**src/rmc_defines.svh**
```systemverilog
// Constants for the regulator mode control block
`ifndef RMC_DEFINES_SVH
`define RMC_DEFINES_SVH

// ************************************************************
// Timing
// ************************************************************
`define RMC_CLK_NS          5
`define RMC_DET_WIN_NS      1000
`define RMC_DET_WIN_CYC     (`RMC_DET_WIN_NS / `RMC_CLK_NS)
`define RMC_SS_STEP_NS      2000
`define RMC_SS_STEP_CYC     (`RMC_SS_STEP_NS / `RMC_CLK_NS)

// ************************************************************
// Widths and reset values
// ************************************************************
`define RMC_TMR_W           9
`define RMC_WIN_W           8
`define RMC_EDGE_W          6
`define RMC_DIV_W           3
`define RMC_CORE_LVL_W      4
`define RMC_SEL2_W          2
`define RMC_CORE_LVL_RST    4'h0

// ************************************************************
// Master clock classification, edges counted per window
// ************************************************************
`define RMC_EDGES_MIN       6'h0A
`define RMC_EDGES_13_MAX    6'h10
`define RMC_EDGES_19_MAX    6'h17
`define RMC_EDGE_SAT        6'h3F

// ************************************************************
// Source edges per half period of the switching clock
// ************************************************************
`define RMC_HALF_RC         3'h1
`define RMC_HALF_13         3'h2
`define RMC_HALF_19         3'h3
`define RMC_HALF_26         3'h4

// ************************************************************
// Synchroniser slots
// ************************************************************
`define RMC_NSYNC           6
`define RMC_SY_CORE_OK      0
`define RMC_SY_IO_OK        1
`define RMC_SY_HIT          2
`define RMC_SY_WARN_RISE    3
`define RMC_SY_WARN_FALL    4
`define RMC_SY_SHUT         5

`endif

```
**src/rmc_pkg.sv**
```systemverilog
// Types for the regulator mode control block
`include "rmc_defines.svh"

package rmc_pkg;

  typedef enum logic [2:0] {
    RMC_OFF  = 3'b000,
    RMC_SOFT = 3'b001,
    RMC_RUN  = 3'b010,
    RMC_SHUT = 3'b011
  } rmc_mode_t;

  typedef enum logic [1:0] {
    RMC_CLK_RC = 2'b00,
    RMC_CLK_13 = 2'b01,
    RMC_CLK_19 = 2'b10,
    RMC_CLK_26 = 2'b11
  } rmc_clk_t;

  typedef struct packed {
    rmc_mode_t                    st;
    logic [`RMC_TMR_W-1:0]        tmr;
    logic [`RMC_CORE_LVL_W-1:0]   core_lvl;
    logic [`RMC_SEL2_W-1:0]       aux_lvl;
    logic [`RMC_SEL2_W-1:0]       pll_lvl;
    logic                         core_on;
    logic                         io_on;
    logic                         pll_on;
    logic                         ana_on;
    logic                         card_on;
    logic                         aux_on;
    logic                         core_lc;
    logic                         io_lc;
    logic                         aux_lc;
    logic                         por_n;
    logic                         good;
    logic                         warn;
    logic                         reached;
    logic                         pend;
    logic [`RMC_CORE_LVL_W-1:0]   prev_tgt;
    logic                         pon_p;
    logic                         mclk_s;
    logic                         mclk_f;
    logic                         mclk_p;
    logic                         rc_p;
    logic [`RMC_EDGE_W-1:0]       edge_cnt;
    logic [`RMC_WIN_W-1:0]        win_cnt;
    rmc_clk_t                     clk_sel;
    logic [`RMC_DIV_W-1:0]        div_cnt;
    logic                         sw_clk;
    logic                         mclk_use;
  } rmc_state_t;

endpackage

```
**src/rmc_regulator_ctrl.sv**
```systemverilog
// Regulator mode, soft start, monitoring and thermal control
`timescale 1ns/100ps

module rmc_regulator_ctrl
  import rmc_pkg::*;
(
  // Clock and reset
  input  wire logic       sys_clk,
  input  wire logic       rst,
  // Processor side
  input  wire logic       sleep_exit_request,
  input  wire logic       power_on_request,
  output logic            processor_reset_n,
  output logic            supplies_good,
  // Level selects
  input  wire logic [3:0] core_level_run,
  input  wire logic [3:0] core_level_sleep,
  input  wire logic [1:0] aux_level,
  input  wire logic [1:0] pll_level,
  // Rail enables
  input  wire logic       core_enable,
  input  wire logic       pll_supply_on,
  input  wire logic       analog_enable,
  input  wire logic       card_enable,
  input  wire logic       aux_power_down,
  // Sleep controls
  input  wire logic       core_sleep_en,
  input  wire logic       io_sleep_en,
  input  wire logic       aux_sleep_en,
  input  wire logic       core_force_sleep,
  input  wire logic       io_force_sleep,
  input  wire logic       aux_force_sleep,
  // Misc control
  input  wire logic       clock_shaping_on,
  input  wire logic       undervolt_watch_on,
  input  wire logic       level_status_read,
  // Analog comparators
  input  wire logic       core_in_range,
  input  wire logic       io_in_range,
  input  wire logic       core_level_hit,
  input  wire logic       temp_above_warn,
  input  wire logic       temp_below_warn_fall,
  input  wire logic       temp_above_shutdown,
  // Clock sources
  input  wire logic       master_clk_in,
  input  wire logic       rc_osc_in,
  // Rail outputs
  output logic            core_rail_on,
  output logic            io_rail_on,
  output logic            pll_rail_on,
  output logic            analog_rail_on,
  output logic            card_rail_on,
  output logic            aux_rail_on,
  output logic [3:0]      core_level_out,
  output logic [1:0]      aux_level_out,
  output logic [1:0]      pll_level_out,
  output logic            core_low_current,
  output logic            io_low_current,
  output logic            aux_low_current,
  // Status
  output logic            thermal_warning_flag,
  output logic            core_level_reached,
  output logic            switch_clk,
  output logic            master_clk_used
);

  rmc_state_t             q;
  rmc_state_t             d;
  logic [`RMC_NSYNC-1:0]  sy;
  logic                   pon_rise;
  logic                   active;
  logic                   mclk_src;
  logic                   mclk_edge;
  logic                   rc_edge;
  logic                   src_edge;
  logic [`RMC_DIV_W-1:0]  half;
  logic [3:0]             tgt;
  logic                   mon_en;
  logic                   uv;

  // ************************************************************
  // Comparator synchronisers
  // ************************************************************
  rmc_sync_bits #(.W(`RMC_NSYNC)) u_sync (
    .sys_clk  (sys_clk),
    .rst      (rst),
    .async_in ({temp_above_shutdown, temp_below_warn_fall, temp_above_warn,
                core_level_hit, io_in_range, core_in_range}),
    .sync_out (sy)
  );

  // ************************************************************
  // Next state
  // ************************************************************
  always_comb begin
    d         = q;
    pon_rise  = power_on_request & ~q.pon_p;
    d.pon_p   = power_on_request;

    // Squaring filter passes a level only after two equal samples
    d.mclk_s  = master_clk_in;
    if (master_clk_in == q.mclk_s) begin
      d.mclk_f = master_clk_in;
    end
    mclk_src  = clock_shaping_on ? q.mclk_f : q.mclk_s;
    d.mclk_p  = mclk_src;
    mclk_edge = mclk_src & ~q.mclk_p;
    d.rc_p    = rc_osc_in;
    rc_edge   = rc_osc_in & ~q.rc_p;

    // Frequency detection by edges per window
    if (mclk_edge && q.edge_cnt != `RMC_EDGE_SAT) begin
      d.edge_cnt = q.edge_cnt + `RMC_EDGE_W'(1);
    end
    d.win_cnt = q.win_cnt + `RMC_WIN_W'(1);
    if (q.win_cnt == `RMC_WIN_W'(`RMC_DET_WIN_CYC - 1)) begin
      d.win_cnt  = '0;
      d.edge_cnt = '0;
      // A master clock in use at full power is kept until restart
      if (!(q.st == RMC_RUN && q.clk_sel != RMC_CLK_RC)) begin
        if (q.edge_cnt < `RMC_EDGES_MIN) begin
          d.clk_sel = RMC_CLK_RC;
        end else if (q.edge_cnt < `RMC_EDGES_13_MAX) begin
          d.clk_sel = RMC_CLK_13;
        end else if (q.edge_cnt < `RMC_EDGES_19_MAX) begin
          d.clk_sel = RMC_CLK_19;
        end else begin
          d.clk_sel = RMC_CLK_26;
        end
      end
    end

    // Switching clock divider
    case (q.clk_sel)
      RMC_CLK_13: half = `RMC_HALF_13;
      RMC_CLK_19: half = `RMC_HALF_19;
      RMC_CLK_26: half = `RMC_HALF_26;
      default:    half = `RMC_HALF_RC;
    endcase
    d.mclk_use = (d.clk_sel != RMC_CLK_RC);
    src_edge = (q.clk_sel == RMC_CLK_RC) ? rc_edge : mclk_edge;
    if (src_edge) begin
      if (q.div_cnt >= half - `RMC_DIV_W'(1)) begin
        d.div_cnt = '0;
        d.sw_clk  = ~q.sw_clk;
      end else begin
        d.div_cnt = q.div_cnt + `RMC_DIV_W'(1);
      end
    end

    // Power sequence
    d.tmr = q.tmr + `RMC_TMR_W'(1);
    case (q.st)
      RMC_OFF: begin
        d.core_lvl = '0;
        if (pon_rise && !sy[`RMC_SY_SHUT]) begin
          d.st  = RMC_SOFT;
          d.tmr = '0;
        end
      end
      RMC_SOFT: begin
        // Ramp one code per step so the shared rails rise together
        if (q.tmr == `RMC_TMR_W'(`RMC_SS_STEP_CYC - 1)) begin
          d.tmr = '0;
          if (q.core_lvl != core_level_run) begin
            d.core_lvl = q.core_lvl + 4'h1;
          end else begin
            d.st = RMC_RUN;
          end
        end
        if (!power_on_request) begin
          d.st = RMC_OFF;
        end
      end
      RMC_RUN: begin
        if (!power_on_request) begin
          d.st = RMC_OFF;
        end
      end
      RMC_SHUT: begin
        // Leaving needs a cool die, then a new power-on edge
        if (!sy[`RMC_SY_SHUT]) begin
          d.st = RMC_OFF;
        end
      end
      default: d.st = RMC_OFF;
    endcase
    if (sy[`RMC_SY_SHUT]) begin
      d.st = RMC_SHUT;
    end

    // Rail enables; io_memory_rail has no power-down of its own
    active    = (d.st == RMC_SOFT) || (d.st == RMC_RUN);
    d.core_on = active & core_enable;
    d.io_on   = active;
    d.pll_on  = active & pll_supply_on;
    d.ana_on  = active & analog_enable;
    d.card_on = active & card_enable;
    // Aux skips the ramp, but like the others waits for a fresh start after shutdown
    d.aux_on  = active & ~aux_power_down;
    d.aux_lvl = aux_level;
    d.pll_lvl = pll_level;

    // Low-current mode only for core, io_memory and auxiliary rails
    d.core_lc = (d.st == RMC_RUN) & ((~sleep_exit_request & core_sleep_en)
                | core_force_sleep);
    d.io_lc   = (d.st == RMC_RUN) & ((~sleep_exit_request & io_sleep_en)
                | io_force_sleep);
    d.aux_lc  = d.aux_on & ((~sleep_exit_request & aux_sleep_en)
                | aux_force_sleep);

    // Core level follows the field of the current mode
    tgt = d.core_lc ? core_level_sleep : core_level_run;
    if (d.st == RMC_RUN) begin
      d.core_lvl = tgt;
    end

    // Level reached status, set wins over the read clear
    d.prev_tgt = tgt;
    if (q.st == RMC_RUN && tgt != q.prev_tgt) begin
      d.pend    = 1'b1;
      d.reached = 1'b0;
    end else if (q.pend && sy[`RMC_SY_HIT]) begin
      d.pend    = 1'b0;
      d.reached = 1'b1;
    end else if (level_status_read) begin
      d.reached = 1'b0;
    end

    // Under-voltage watch always runs in sleep
    mon_en  = undervolt_watch_on | ~sleep_exit_request;
    uv      = (q.core_on & ~sy[`RMC_SY_CORE_OK]) | (q.io_on & ~sy[`RMC_SY_IO_OK]);
    d.por_n = (q.st == RMC_RUN) & (d.st == RMC_RUN) & ~(mon_en & uv);

    // Thermal warning with hysteresis, rising comparator wins
    if (sy[`RMC_SY_WARN_RISE]) begin
      d.warn = 1'b1;
    end else if (sy[`RMC_SY_WARN_FALL]) begin
      d.warn = 1'b0;
    end

    d.good = (d.st == RMC_RUN) & sleep_exit_request & ~uv & ~d.warn;
  end

  // ************************************************************
  // State register
  // ************************************************************
  always_ff @(posedge sys_clk) begin
    if (rst) begin
      q          <= '0;
      q.st       <= RMC_OFF;
      q.clk_sel  <= RMC_CLK_RC;
      q.core_lvl <= `RMC_CORE_LVL_RST;
      q.prev_tgt <= `RMC_CORE_LVL_RST;
    end else begin
      q <= d;
    end
  end

  // Output drive, all from flip-flops
  assign processor_reset_n    = q.por_n;
  assign supplies_good        = q.good;
  assign core_rail_on         = q.core_on;
  assign io_rail_on           = q.io_on;
  assign pll_rail_on          = q.pll_on;
  assign analog_rail_on       = q.ana_on;
  assign card_rail_on         = q.card_on;
  assign aux_rail_on          = q.aux_on;
  assign core_level_out       = q.core_lvl;
  assign aux_level_out        = q.aux_lvl;
  assign pll_level_out        = q.pll_lvl;
  assign core_low_current     = q.core_lc;
  assign io_low_current       = q.io_lc;
  assign aux_low_current      = q.aux_lc;
  assign thermal_warning_flag = q.warn;
  assign core_level_reached   = q.reached;
  assign switch_clk           = q.sw_clk;
  assign master_clk_used      = q.mclk_use;

  // ************************************************************
  // Checks
  // ************************************************************
  core_sleep_a: assert property (@(posedge sys_clk) disable iff (rst)
    (q.st == RMC_RUN && power_on_request && !sy[`RMC_SY_SHUT] && !sleep_exit_request
     && core_sleep_en) |=> core_low_current)
    else $error("core rail not in sleep with request low");
  wake_fast_a: assert property (@(posedge sys_clk) disable iff (rst)
    (sleep_exit_request && !core_force_sleep) |=> !core_low_current)
    else $error("core rail slow to leave sleep");
  core_off_a: assert property (@(posedge sys_clk) disable iff (rst)
    !core_enable |=> !core_rail_on)
    else $error("core rail on while disabled");
  run_level_a: assert property (@(posedge sys_clk) disable iff (rst)
    (q.st == RMC_RUN && $stable(q.st) && !core_low_current && $stable(core_level_run))
    |-> core_level_out == core_level_run)
    else $error("core level not from run field");
  force_sleep_a: assert property (@(posedge sys_clk) disable iff (rst)
    (aux_force_sleep && aux_rail_on) |-> ##1 (aux_low_current || !aux_rail_on))
    else $error("aux rail ignored force sleep");
  soft_start_a: assert property (@(posedge sys_clk) disable iff (rst)
    (q.st == RMC_OFF && power_on_request && !$past(power_on_request)
     && !sy[`RMC_SY_SHUT]) |=> q.st == RMC_SOFT)
    else $error("soft start not entered on power-on edge");
  uv_reset_a: assert property (@(posedge sys_clk) disable iff (rst)
    (io_rail_on && !sy[`RMC_SY_IO_OK] && undervolt_watch_on) |=> !processor_reset_n)
    else $error("under-voltage did not reset processor");
  warn_set_a: assert property (@(posedge sys_clk) disable iff (rst)
    sy[`RMC_SY_WARN_RISE] |=> (thermal_warning_flag && !supplies_good))
    else $error("warning not flagged");
  good_sleep_a: assert property (@(posedge sys_clk) disable iff (rst)
    !sleep_exit_request |=> !supplies_good)
    else $error("supplies good while request low");
  shut_off_a: assert property (@(posedge sys_clk) disable iff (rst)
    sy[`RMC_SY_SHUT] |=> (!core_rail_on && !io_rail_on && !aux_rail_on
    && !pll_rail_on && !analog_rail_on && !card_rail_on))
    else $error("rails on during thermal shutdown");

endmodule

```
**src/rmc_sync_bits.sv**
```systemverilog
// Two-stage synchroniser for a group of asynchronous levels
`timescale 1ns/100ps

module rmc_sync_bits #(
  parameter int W = 1
) (
  // Clock and reset
  input  wire logic         sys_clk,
  input  wire logic         rst,
  // Levels
  input  wire logic [W-1:0] async_in,
  output logic      [W-1:0] sync_out
);

  logic [W-1:0] meta_q;

  // First stage feeds only the second stage
  always_ff @(posedge sys_clk) begin
    if (rst) begin
      meta_q   <= '0;
      sync_out <= '0;
    end else begin
      meta_q   <= async_in;
      sync_out <= meta_q;
    end
  end

endmodule

```
**config.mk**
```make
export PLATFORM = sky130hd
export DESIGN_NAME = rmc_regulator_ctrl
export DESIGN_NICKNAME = d
export VERILOG_FILES = /design/src/rmc_pkg.sv /design/src/rmc_regulator_ctrl.sv /design/src/rmc_sync_bits.sv
export VERILOG_INCLUDE_DIRS = /design/src /design/src/src
export SDC_FILE = /design/constraint.sdc
export NUM_CORES = 1
export LEC_CHECK = 0
export ABC_AREA = 1
export BUFFER_PORTS_ARGS = -buffer_cell sky130_fd_sc_hd__buf_2
export CAP_MARGIN = 5
export CORE_UTILIZATION = 36
export CTS_BUF_LIST = sky130_fd_sc_hd__clkbuf_16
export DETAILED_ROUTE_END_ITERATION = 12
export PLACE_DENSITY_LB_ADDON = 0.08
export SYNTH_ARGS = -nofsm -noshare
export SYNTH_HDL_FRONTEND = slang
export SYNTH_SLANG_ARGS = --single-unit
```
**constraint.sdc**
```tcl
create_clock -name sys_clk -period 2.7 [get_ports sys_clk]
set_input_delay 0.27 -clock sys_clk [delete_from_list [all_inputs] [get_ports sys_clk]]
set_output_delay 0.27 -clock sys_clk [all_outputs]
set_load 0.05 [all_outputs]
```
==> out/qor.yml <==
outcome:
  status: "finished clean"
synthesis:
  synth.ff_latch_count: 76
  yosysUniqueCellTypes: 41
  syn_nets: 488
  synth_area_per_cell_um2: 7.58
  asyncSetResetFlopFracSynth: 0
  synth-main-ff-cell: "dfxtp_1"
  syn_inst: 441
  synth.most_common_cell: "nor2_1"
  yosys.area.top_type: "dfxtp_1"
  yosys_warnings: 0
  post_synth_instance_area_mm2: 0.00334
  synth.top_cells.by_area: "dfxtp_1 (46%), nor2_1 (9.0%), inv_1 (8.9%)"
  yosysSeqAreaShare: 0.455
  synth_top_cell_area_share: 0.455
  synth-edff-count: 0
  netlist_top_cells_count: "nor2_1 (80), inv_1 (79), dfxtp_1 (76), nand2_1 (58), nand3_1 (26)"
sta:
  report.final.slew_viol_count: 0
  maxSlewHeadroom: 0.514
  worstMarginPinSlew_ns: 0.726
  grt_setup_unrepaired: "false"
  finalHoldViolations: 0
  maxClockFrequency_mhz: 445
  aggregate_negative_setup_slack_ns: 0
  finClkSkew_ns: 0.0109
  min_period_over_period: 0.833
  setup-violations-final: 0
  fin_crit_ns: 2.25
  hold_slack_ns: 0.111
  setup_slack_ns: 0.451
cts:
  cts.repair.resized: 0
  cts_hold_buffers: 0
  clock_path_buffers: 2
  tritoncts_clock_tree: "done"
  cts_htree_levels: 3
  cts_setup_buffers: 0
  number_of_sinks_on_the_clock_net: 76
  clock_tree.root_cell: "clkbuf_16"
  cts_inserted_buffers: 9
  clock_latency_ns: 0.34
  clk_pin_slew_worst_paths_ns: 0.06
critical_path:
  path_buf_inv: 1
  worst-endpoint-required_ns: 2.93
  reg_to_reg_setup_timing_slack_ns: 0.45
  critical_path.reg2reg.endpoint: "q[30]$_SDFFE_PP0P_"
  cp_capture_type: "flip-flop"
  crit_path_top_delay_cell: "dfxtp_1"
  crit_family: "simple AND/OR/NAND/NOR gates"
  timing.rr.start: "q[52]$_SDFF_PP0_"
  slowest_delay_ns: 0.35
  critical_path.startpoint_type: "flip-flop"
  timing.critical_path.cells: "ha_1 -> nand2_2 -> nor2_4 -> inv_1 -> nor2_2 -> nand3_1 -> nand2_1 -> nand3_4 -> nor2_8 -> nand3_1 -> nand3_1 -> nand2_1 -> nor2_1 -> nand2_2 -> nand2_1 -> a21oi_2"
  critPathKind: "reg2reg"
  worst-path-max-fanout: 18
  reg2reg_depth: 16
  cp_data_arrival_time_ns: 2.48
floorplan:
  area_of_the_core_mm2: 0.00885
  die_h_um: 98.4
  fp.dieArea_mm2: 0.00967
  die_width_um: 98.4
  rows: 34
  initial_utilization: 0.378
  boundaryPins: 61
drt:
  overall_via_count_from_detail_route: 2715
  wl_per_cell_um: 11.0
  drt.antenna.violating_nets: 0
  post-route-drc-count: 0
  avgViaCountPerCell: 4.42
  dr.first_iter.drc_count: 66
  totalWireLength_um: 6750
  drt_first_pass_iters: 6
cells_and_area:
  num_antenna_cells: 0
  drive_above_1_share: 0.200
  finalCoreUtilization: 0.452
  finish.net_count: 548
  syn2layout_area_growth_pct: 19.6
job:
  cap_violations: 0
power_and_ir_drop:
  finalPower_mw: 2.55
  power.static_leakage_nw: 1.90
  power_switching_share: 0.266
  vdd_ir_drop_max_v: 0.000262
  power_frac_seq: 0.460
  power_frac_clock: 0.458
  power.density_mw_per_mm2: 639
  power.net_switching_uw: 679
  intPower_mw: 1.88
  share_of_power_burned_in_combinational_logic: 0.082
hold_path:
  hp-start: "aux_power_down"
  hold_class: "in2reg"
  holdPathStages: 2
  min_delay_worst_endpoint: "aux_rail_on$_SDFF_PP0_"
global_route:
  grt_pass1_vias: 2490
  grt_util_met3: 0.0387
  met1_usage: 0.189
  global_route.peak_usage_layer: "met2"
  grt_antenna_before_repair: 0
  grt.met2_usage: 0.244
  global_route.usage.total: 0.150
  grt-ovfl-total: 0
  grt_max_degree: 19
  wire_length_of_the_first_global_routing_pass_um: 11500
placement:
  gp_routability_congestion: 0.781
  dp_hpwl_um: 5060
  placement.io_buffers: 60
  dpl_worst_slack_ns: 0.459
## logic make-up (layout without fill, tap and decap cells)
family	Yosys count	in the layout	synth area share
muxes	1	1	0.00300
other	1	1	0.00112
and+or+nand+nor	198	198	0.274
DFF	76	76	0.455
AOI/OAI and AO/OA	45	45	0.0775
adders and majority gates	9	9	0.0337
xor gates and xnor gates	13	13	0.0341
buffers and inverters	98	163	0.122
## cell usage in the layout, fill, tap and decap left out, drive strengths merged, types with 2 or more instances in the layout
cell    instances
and3            2
ha              9
o22ai           3
a21oi          22
nor2           85
nand3          29
nand3b          2
dfxtp          76
inv            88
xnor2           4
xor2            9
nor3            7
nor3b           2
nand4           4
buf            63
clkbuf          9
nand2          64
o21ai          11
a22oi           2
or2             2
o211ai          3
clkinv          3
## layout make-up
type                       instances  area, um^2
clock buffer                       9         225
clock inverter                     7        63.8
fill                             935        4850
inverter                          84         315
multi-input combinational        267        1410
sequential                        76        1520
tap                              108         135
timing repair buffer              63         323
## sequential cells by signal (all words and copies together), names as in the netlist, 2 cells and up
name and count:
pll_level_out 2, aux_level_out 2, u_sync.sync_out 6, core_level_out 4, q 41, u_sync.meta_q 6
## worst register-to-register path, cell delays in order (launching register included)
cell and delay, ns:
dfxtp_1 0.35, ha_1 0.18, nand2_2 0.08, nor2_4 0.13, inv_1 0.06, nor2_2 0.13
nand3_1 0.09, nand2_1 0.11, nand3_4 0.11, nor2_8 0.25, nand3_1 0.14, nand3_1 0.11
nand2_1 0.06, nor2_1 0.13, nand2_2 0.09, nand2_1 0.08, a21oi_2 0.05
## power groups by stage
stage	clock, mW	sequential [mW]	combinational (mW)
2_1_floorplan	0	1.22	0.124
3_3_place_gp	0	1.20	0.210
3_5_place_dp	0	1.20	0.211
4_1_cts	1.21	1.18	0.212
5_1_grt	1.25	1.18	0.238
6_report	1.17	1.18	0.209
## worst max path at each step
stage	from	end	slack (ns)	cells past startpoint
floorplan	q[52]$_SDFF_PP0_	q[30]$_SDFFE_PP0P_	0.73	17
global placement	q[52]$_SDFF_PP0_	q[30]$_SDFFE_PP0P_	0.52	16
detailed placement	q[52]$_SDFF_PP0_	q[30]$_SDFFE_PP0P_	0.46	16
CTS	q[52]$_SDFF_PP0_	q[30]$_SDFFE_PP0P_	0.42	16
global route	q[52]$_SDFF_PP0_	q[30]$_SDFFE_PP0P_	0.19	16
finish	q[52]$_SDFF_PP0_	q[30]$_SDFFE_PP0P_	0.45	16
## per-stage QoR
step           instance area (um^2)  cells
2_1_floorplan                  3340    441
3_3_place_gp                   3710    598
3_5_place_dp                   3710    598
4_1_cts                        4000    614
5_1_grt                        4000    614
6_report                       4000    614
## layer usage
metal,vias up,wire length (um),part of all wire
met2,50,3150,0.47
met4,0,101,0.015
met5,-,0,0
met1,1178,3240,0.48
met3,8,260,0.039
li1,1479,-,-
(Power assumes the default switching activity.)
